[config.mk]
export PLATFORM = sky130hd
export DESIGN_NAME = bbsr_regs
export DESIGN_NICKNAME = d
export VERILOG_FILES = /design/src/rtl/bbsr_pkg.sv /design/src/rtl/bbsr_flag_if.sv /design/src/rtl/bbsr_sticky_flags.sv /design/src/rtl/bbsr_regs.sv
export SDC_FILE = /design/constraint.sdc
export NUM_CORES = 1
export LEC_CHECK = 0
export ABC_AREA = 1
export BUFFER_PORTS_ARGS = -buffer_cell sky130_fd_sc_hd__buf_4
export CAP_MARGIN = 5
export CORE_MARGIN = 10
export CORE_UTILIZATION = 38
export DETAILED_ROUTE_END_ITERATION = 7
export GPL_TIMING_DRIVEN = 0
export PLACE_DENSITY = 0.79
export SLEW_MARGIN = 10
export SYNTH_ARGS = -nofsm -noshare
export SYNTH_HDL_FRONTEND = slang
export SYNTH_SLANG_ARGS = --single-unit
[constraint.sdc]
create_clock -name clk -period 1.3 [get_ports clk]
set_clock_uncertainty 0.15 [all_clocks]
set_input_delay 0.195 -clock clk [delete_from_list [all_inputs] [get_ports clk]]
set_output_delay 0.195 -clock clk [all_outputs]
set_load 0.05 [all_outputs]
[src/rtl/bbsr_pkg.sv]
package bbsr_pkg;

  // ==========================================================================
  // bus geometry
  localparam int unsigned BBSR_ADDR_W = 8;
  localparam int unsigned BBSR_DATA_W = 32;

  // ==========================================================================
  // register offsets (byte addresses)
  localparam logic [7:0] BBSR_OFS_PWR_FAIL = 8'h00;
  localparam logic [7:0] BBSR_OFS_REG_EN = 8'h08;

  // ==========================================================================
  // power-fail and reset status fields
  localparam int unsigned BBSR_BIT_TAMPER_EN = 0;
  localparam int unsigned BBSR_BIT_TAMPER_EVT = 1;
  localparam int unsigned BBSR_BIT_TAMPER_LVL = 2;
  localparam int unsigned BBSR_BIT_SUPPLY_ON = 3;
  localparam int unsigned BBSR_BIT_WDOG = 5;
  localparam int unsigned BBSR_BIT_BATT_POR = 7;

  // regulator enable field
  localparam int unsigned BBSR_BIT_REG_EN = 0;

  // ==========================================================================
  // sticky event flags, index inside the flag bank
  localparam int unsigned BBSR_NFLAGS = 3;
  localparam int unsigned BBSR_FLG_TAMPER = 0;
  localparam int unsigned BBSR_FLG_WDOG = 1;
  localparam int unsigned BBSR_FLG_BATT = 2;

  // ==========================================================================
  // values after a battery power-on reset
  localparam logic BBSR_RST_TAMPER_EN = 1'b1;
  localparam logic BBSR_RST_SUPPLY_ON = 1'b0;
  localparam logic [BBSR_NFLAGS-1:0] BBSR_RST_FLAGS = 3'h5;
  localparam logic [15:0] BBSR_RST_REG_EN = 16'h0001;
  localparam logic BBSR_RST_PIN_LEVEL = 1'b1;

endpackage

[src/rtl/bbsr_flag_if.sv]
`timescale 1ns/1ps
interface bbsr_flag_if #(
  parameter int unsigned N = 3
);
  logic [N-1:0] set;
  logic [N-1:0] clr;
  logic [N-1:0] q;

  modport bank (
    input set,
    input clr,
    output q
  );

  modport user (
    output set,
    output clr,
    input q
  );
endinterface

[src/rtl/bbsr_sticky_flags.sv]
`timescale 1ns/1ps
module bbsr_sticky_flags
  import bbsr_pkg::*;
#(
  parameter int unsigned N = 3,
  parameter logic [N-1:0] RESET_VAL = '0
) (
  input wire logic clk,
  input wire logic rst,
  input wire logic ce,
  bbsr_flag_if.bank flags
);

  // ==========================================================================
  // parameter check
  generate
    if (N < 1) begin : g_bad_n
      $error("bbsr_sticky_flags needs at least one flag");
    end
  endgenerate

  // ==========================================================================
  // one sticky bit per event; a set in the clearing cycle wins
  genvar i;
  generate
    for (i = 0; i < N; i++) begin : g_flag
      logic flag_q;
      always_ff @(posedge clk or posedge rst) begin
        if (rst) begin
          flag_q <= RESET_VAL[i];
        end else if (ce) begin
          if (flags.set[i]) begin
            flag_q <= 1'b1;
          end else if (flags.clr[i]) begin
            flag_q <= 1'b0;
          end
        end
      end
      assign flags.q[i] = flag_q;
    end
  endgenerate

endmodule

[src/rtl/bbsr_regs.sv]
`timescale 1ns/1ps
module bbsr_regs
  import bbsr_pkg::*;
#(
  parameter int unsigned ADDR_W = BBSR_ADDR_W,
  parameter int unsigned DATA_W = BBSR_DATA_W
) (
  input wire logic clk,
  input wire logic rst,
  input wire logic ce,
  input wire logic bus_sel,
  input wire logic bus_write,
  input wire logic [ADDR_W-1:0] bus_addr,
  input wire logic [DATA_W-1:0] bus_wdata,
  output logic [DATA_W-1:0] bus_rdata_q,
  output logic bus_ready_q,
  output logic bus_error_q,
  input wire logic tamper_n,
  input wire logic sleep_s3_n,
  input wire logic supply_good_in,
  input wire logic standby_rail,
  input wire logic standby_por,
  input wire logic battery_low,
  input wire logic watchdog_reset,
  output logic tamper_detect_enable_q,
  output logic tamper_pin_level_q,
  output logic supply_was_on_q,
  output logic [BBSR_NFLAGS-1:0] event_flags_q,
  output logic event_pending_q,
  output logic standby_regulator_enable_q
);

  // ==========================================================================
  // parameter check
  generate
    if (ADDR_W < 8 || DATA_W < 16) begin : g_bad_width
      $error("bbsr_regs needs ADDR_W >= 8 and DATA_W >= 16");
    end
  endgenerate

  // ==========================================================================
  // address decode
  function automatic logic addr_hit(input logic [ADDR_W-1:0] a, input logic [7:0] ofs);
    addr_hit = (a == ADDR_W'(ofs));
  endfunction

  logic bus_live;
  logic hit_pf;
  logic hit_re;
  logic wr_pf;
  logic wr_re;

  // firmware cannot reach the bank while the standby rail is down
  assign bus_live = bus_sel && standby_rail;
  assign hit_pf = addr_hit(bus_addr, BBSR_OFS_PWR_FAIL);
  assign hit_re = addr_hit(bus_addr, BBSR_OFS_REG_EN);
  assign wr_pf = bus_live && bus_write && hit_pf;
  assign wr_re = bus_live && bus_write && hit_re;

  // ==========================================================================
  // sticky event flags
  bbsr_flag_if #(.N(BBSR_NFLAGS)) flg ();

  // tamper and battery flags reset to one
  bbsr_sticky_flags #(
    .N(BBSR_NFLAGS),
    .RESET_VAL(BBSR_RST_FLAGS)
  ) u_flags (
    .clk(clk),
    .rst(rst),
    .ce(ce),
    .flags(flg)
  );

  // ==========================================================================
  // tamper detection
  logic tamper_prev_q;
  logic tamper_edge;

  always_ff @(posedge clk or posedge rst) begin
    if (rst) begin
      tamper_prev_q <= BBSR_RST_PIN_LEVEL;
    end else if (ce) begin
      tamper_prev_q <= tamper_n;
    end
  end

  assign tamper_edge = (tamper_prev_q != tamper_n) && tamper_detect_enable_q;

  always_ff @(posedge clk or posedge rst) begin
    if (rst) begin
      tamper_detect_enable_q <= BBSR_RST_TAMPER_EN;
    end else if (ce && wr_pf) begin
      tamper_detect_enable_q <= bus_wdata[BBSR_BIT_TAMPER_EN];
    end
  end

  always_ff @(posedge clk or posedge rst) begin
    if (rst) begin
      tamper_pin_level_q <= BBSR_RST_PIN_LEVEL;
    end else if (ce) begin
      tamper_pin_level_q <= tamper_n;
    end
  end

  // ==========================================================================
  // supply state capture
  logic supply_good_prev_q;

  always_ff @(posedge clk or posedge rst) begin
    if (rst) begin
      supply_good_prev_q <= 1'b0;
    end else if (ce) begin
      supply_good_prev_q <= supply_good_in;
    end
  end

  // sample sleep level on supply-good fall
  always_ff @(posedge clk or posedge rst) begin
    if (rst) begin
      supply_was_on_q <= BBSR_RST_SUPPLY_ON;
    end else if (ce && supply_good_prev_q && !supply_good_in) begin
      supply_was_on_q <= sleep_s3_n;
    end
  end

  // ==========================================================================
  // flag set and clear terms
  always_comb begin
    flg.set = '0;
    flg.clr = '0;
    flg.set[BBSR_FLG_TAMPER] = tamper_edge;
    flg.set[BBSR_FLG_WDOG] = watchdog_reset && standby_rail;
    flg.set[BBSR_FLG_BATT] = standby_por && battery_low;
    flg.clr[BBSR_FLG_TAMPER] = wr_pf && bus_wdata[BBSR_BIT_TAMPER_EVT];
    flg.clr[BBSR_FLG_WDOG] = wr_pf && bus_wdata[BBSR_BIT_WDOG];
    flg.clr[BBSR_FLG_BATT] = wr_pf && bus_wdata[BBSR_BIT_BATT_POR];
  end

  // ==========================================================================
  // regulator enable
  // zero turns regulator off; reset restores one
  always_ff @(posedge clk or posedge rst) begin
    if (rst) begin
      standby_regulator_enable_q <= BBSR_RST_REG_EN[BBSR_BIT_REG_EN];
    end else if (ce && wr_re) begin
      standby_regulator_enable_q <= bus_wdata[BBSR_BIT_REG_EN];
    end
  end

  // ==========================================================================
  // event routing
  // registered copy of the flags for interrupt logic
  always_ff @(posedge clk or posedge rst) begin
    if (rst) begin
      event_flags_q <= BBSR_RST_FLAGS;
      event_pending_q <= |BBSR_RST_FLAGS;
    end else if (ce) begin
      event_flags_q <= flg.q;
      event_pending_q <= |flg.q;
    end
  end

  // ==========================================================================
  // read data
  logic [DATA_W-1:0] pf_word;
  logic [DATA_W-1:0] re_word;

  always_comb begin
    pf_word = '0;
    pf_word[BBSR_BIT_TAMPER_EN] = tamper_detect_enable_q;
    pf_word[BBSR_BIT_TAMPER_EVT] = flg.q[BBSR_FLG_TAMPER];
    pf_word[BBSR_BIT_TAMPER_LVL] = tamper_pin_level_q;
    pf_word[BBSR_BIT_SUPPLY_ON] = supply_was_on_q;
    pf_word[BBSR_BIT_WDOG] = flg.q[BBSR_FLG_WDOG];
    pf_word[BBSR_BIT_BATT_POR] = flg.q[BBSR_FLG_BATT];
    re_word = '0;
    re_word[BBSR_BIT_REG_EN] = standby_regulator_enable_q;
  end

  // ==========================================================================
  // bus answer, one cycle after the request
  always_ff @(posedge clk or posedge rst) begin
    if (rst) begin
      bus_rdata_q <= '0;
      bus_ready_q <= 1'b0;
      bus_error_q <= 1'b0;
    end else if (ce) begin
      bus_ready_q <= bus_live;
      bus_error_q <= bus_live && !(hit_pf || hit_re);
      if (bus_live && !bus_write && hit_pf) begin
        bus_rdata_q <= pf_word;
      end else if (bus_live && !bus_write && hit_re) begin
        bus_rdata_q <= re_word;
      end else begin
        bus_rdata_q <= '0;
      end
    end
  end

endmodule

After elaboration in Yosys (flattened, before gate mapping) --
Index checks and enable logic that the tools add are counted.
Storage, ports and cells: flip-flop bits (word level) 46, output and inout bits 42, word-level logic and storage cells 53
Operators by class: equal/unequal tests 2, mux-type cells 8, reductions and logical operators 30
Operators with widths (count):
- logical AND 1 bit | 18
- == test 8 x 4 -> 1 bit (second input constant) | 1
- logical NOT 8 bit | 1
- two-way mux 8 bit | 1
- two-way mux 1 bit | 7
- AND reduction 2 bit | 3
- nonzero test 2 bit | 3
- logical NOT 1 bit | 3
- OR reduction 3 bit | 1
- logical OR 1 bit | 1
- inequality test 1 bit | 1

Depth between registers and ports, before layout --
depth after elaboration 6, depth in mapped cells 7, depth with buffers taken out 7

By module --
A second synthesis with hierarchy kept.
Second synthesis, totals: cell total of the unflattened synthesis 168, area, all modules 1261.2 um^2
By module, submodules not included:
- bbsr_regs | instances 1, cells each 149, area an instance 1112.3 um^2
- bbsr_sticky_flags | instances 1, cells each 19, area an instance 148.9 um^2

Least setup slack after synthesis --
Ideal clock, no wire load.
path kind register -> register, from reg tamper_detect_enable_q, to reg bus_rdata_q[0], setup time 0.066 ns, arrival 0.979 ns, data required time 1.084 ns, path slack 0.105 ns, stages on the path, launching flop included 5, buffers on the path 0, cells stage by stage dfstp_2 inv_1 a21oi_1 nand2_1 nand2_1
Between the ends: cells in the longest elaborated chain, start to end 1
RTL lines:
- start, declared | line bbsr_regs.sv:25 | output logic tamper_detect_enable_q,
- start signal, assigned | line bbsr_regs.sv:94 | tamper_detect_enable_q <= bus_wdata[BBSR_BIT_TAMPER_EN];
- two-way mux 8 bit | line bbsr_regs.sv:191 | if (bus_live && !bus_write && hit_pf) begin
- end signal, assigned | line bbsr_regs.sv:192 | bus_rdata_q <= pf_word;
- end signal, assigned | line bbsr_regs.sv:194 | bus_rdata_q <= re_word;
- end, declared | line bbsr_regs.sv:15 | output logic [DATA_W-1:0] bus_rdata_q,
Every way passes these cells. A chain may end at the register's enable or synchronous reset.

Final worst setup path --
from reg tamper_pin_level_q, to out tamper_pin_level_q
RTL lines:
- start, declared | line bbsr_regs.sv:26 | output logic tamper_pin_level_q,
- start signal, assigned | line bbsr_regs.sv:102 | tamper_pin_level_q <= tamper_n;
No word-level cell between the ends.

==> impl_metrics.yaml <==
status:
  outcome: "complete, but fails checks"
  violations: "negative setup slack"
floorplanning:
  start_util_pct: 40.4
  rows: 19
  fp.dieH_um: 74.9
  pin_count: 94
  fp.dieArea_um2: 5600
  die_w_um: 74.9
  coreArea_um2: 2830
synth:
  seq_area_frac_synth_pct: 44.6
  syn_avg_cell_area_um2: 8.17
  synthCells: 140
  synth.distinct_cells: 20
  synth_area_um2: 1140
  synth.ff_latch_count: 20
  synth_top_area_share_pct: 26.3
  synth.area.top_cells: "dfrtp_1 (26%), dfstp_2 (18%), buf_4 (17%), nand2_1 (14%), inv_1 (3.9%)"
  ys_warn_count: 0
  synth_area_leader_cell: "dfrtp_1"
place:
  postPlaceCellArea_um2: 1570
  dp_hpwl_um: 2370
  gp_congestion: 0.773
  port_buffers: 39
global_routing:
  grt_max_degree: 21
  track_usage_pct: 10.6
  antenna_found_initial: 0
  grt_pass1_wl_um: 4640
  grt-ovfl-total: 0
  grt_pass1_vias: 980
pwr:
  fin_total_pwr_mw: 1.75
  powerDensity_nw_per_um2: 965
  peakVddDrop_mv: 0.490
  leakagePower_nw: 1.01
worst_setup_path:
  crit_required_ns: 0.95
  crit_path_cell_trace: "buf_8"
  start_kind: "register"
  cpMaxStageDelayCell: "dfstp_2"
  arrival_ns: 1.07
  cp_top_family: "flip-flops"
  crit_path_end_kind: "output pin"
  crit_fanout: 5
  critical_path.max_stage_delay_ns: 0.60
  path_buf_inv: 1
  path_class: "register to output pin"
timing:
  period_share_pct: 109
  period_minus_slack_ns: 1.41
  rsz0062_at_grt: "yes"
  fin_ws_ns: -0.113
  setup_viol: 6
  max_clock_freq_mhz: 708
  report.final.slew_viol_count: 0
  hold_viol: 0
detailed_routing:
  drtIter0Drc: 85
  route.vias.total: 1010
  drc: 0
  wl_per_cell_um: 11.9
  vias_per_cell: 4.01
  antenna_left: 0
  wl_um: 3000
  drt-pass1-iter-count: 4
layout:
  antenna_cells: 0
  area_growth_pct: 58.9
  nFillCells: 246
  design_area_um2: 1820
  final_common_cell: "buf_4"
  layout_common_cells: "buf_4 (58), nand2_1 (43), conb_1 (26)"
  layout-drive-gt1-share_pct: 42.1
  nets: 274
clocking:
  numCtsBuffers: 3
  clock_path_buffers: 2
  clock-sinks: 20
  cts.reportedPaths.clkPinSlew_ns: 0.12
  clk_latency_ns: 0.31
  cts_tree: "yes"
  htree_levels: 1
  cts-root-buf: "clkbuf_4"
hold_path:
  hold_path.class: "input pin to register"
job:
  cap_violations: 0
per-layer routing:
layer | GRT usage, % | wire length, µm | vias to the layer above
li1 | - | - | 549
met1 | 12.0 | 1120 | 426
met2 | 18.0 | 1560 | 33
met3 | 4.34 | 304 | 2
met4 | 3.15 | 9 | 0
met5 | 0 | 0 | -
cells in the mapped netlist:
cell type   n
o21bai_1    1
nor2_1      9
nor2_4      2
nor2_2      1
nand3_1     8
inv_2       1
conb_1      1
o21ai_1     2
buf_4      26
nand2_4     1
a21oi_1     2
o21ai_2     5
nand4_1     2
dfstp_2     8
nand3_2     1
buf_2       2
inv_1      12
dfrtp_1    12
nand2_1    43
a31oi_1     1
area by class of cell:
type	instances	area (µm²)	share of cell area (%)
sequential	20	510	28.1
multi-input combinational	104	480	26.4
clock buffer	3	22.5	1.24
tap	31	38.8	2.13
clock inverter	1	30.0	1.65
inverter	13	52.6	2.89
timing repair buffer	52	477	26.2
buffer	28	205	11.3
per-stage QoR:
step	setup WS [ns]	hold slack, ns	cells	setup TNS [ns]	util, %
5_1_grt	-0.162	0.00886	252	-0.698	64.2
3_5_place_dp	0.0505	0.228	235	0	55.5
6_report	-0.113	0.0176	252	-0.418	64.2
4_1_cts	-0.125	0.0130	252	-0.527	63.3
3_3_place_gp	0.0849	0.213	235	0	55.5
2_1_floorplan	0.105	0.00290	165	0	-
sequential cells by signal, summed over array words and instances (netlist names):
name	flops
bus_rdata_q	6
event_flags_q	3
u_flags.g_flag.flag_q	3
bus_error_q	1
bus_ready_q	1
event_pending_q	1
standby_regulator_enable_q	1
supply_good_prev_q	1
supply_was_on_q	1
tamper_detect_enable_q	1
tamper_pin_level_q	1
logic make-up (layout without fill, tap and decap cells):
logic type | count (synthesis) | in the layout | share of synthesized area (%)
and+or+nand+nor | 67 | 67 | 26.0
buffers and inverters | 41 | 97 | 22.2
other | 1 | 26 | 0.328
AOI/OAI and AO/OA | 11 | 11 | 6.78
DFF | 20 | 20 | 44.6
worst paths after layout:
check                                                     startpoint                                     end  cells past startpoint  slack [ns]
worst max register to register    tamper_detect_enable_q$_DFFE_PP1P_              bus_rdata_q[0]$_DFFE_PP0P_                      5        0.10
max in group asynchronous                                        rst  standby_regulator_enable_q$_DFFE_PP1P_                      3        0.41
worst max-delay path                  tamper_pin_level_q$_DFFE_PP1P_                      tamper_pin_level_q                      1       -0.11
min in group asynchronous                                        rst                 bus_error_q$_DFFE_PP0P_                      3        0.28
worst min register to register  u_flags.g_flag[0].flag_q$_DFFE_PP1P_    u_flags.g_flag[0].flag_q$_DFFE_PP1P_                      2        0.33
worst min-delay path                                         bus_sel                 bus_ready_q$_DFFE_PP0P_                      3        0.02
timing repair:
| action | in CTS | in global routing |
|---|---|---|
| endpoints found under the hold margin | 19 | 0 |
| setup buffers | 2 | 0 |
| pin swaps | 0 | 2 |
| gates resized for setup | 12 | 6 |
| cloned | 0 | 0 |
| hold buffers | 11 | 0 |
| endpoints found under the setup margin | 6 | 25 |
report_power, final:
| group | internal, mW | total (mW) | switching [mW] |
|---|---|---|---|
| combinational | 0.196 | 0.550 | 0.354 |
| sequential | 0.660 | 0.684 | 0.0239 |
| clock | 0.312 | 0.519 | 0.207 |
| total | 1.17 | 1.75 | 0.585 |
Power figures use the tool's default switching activity.
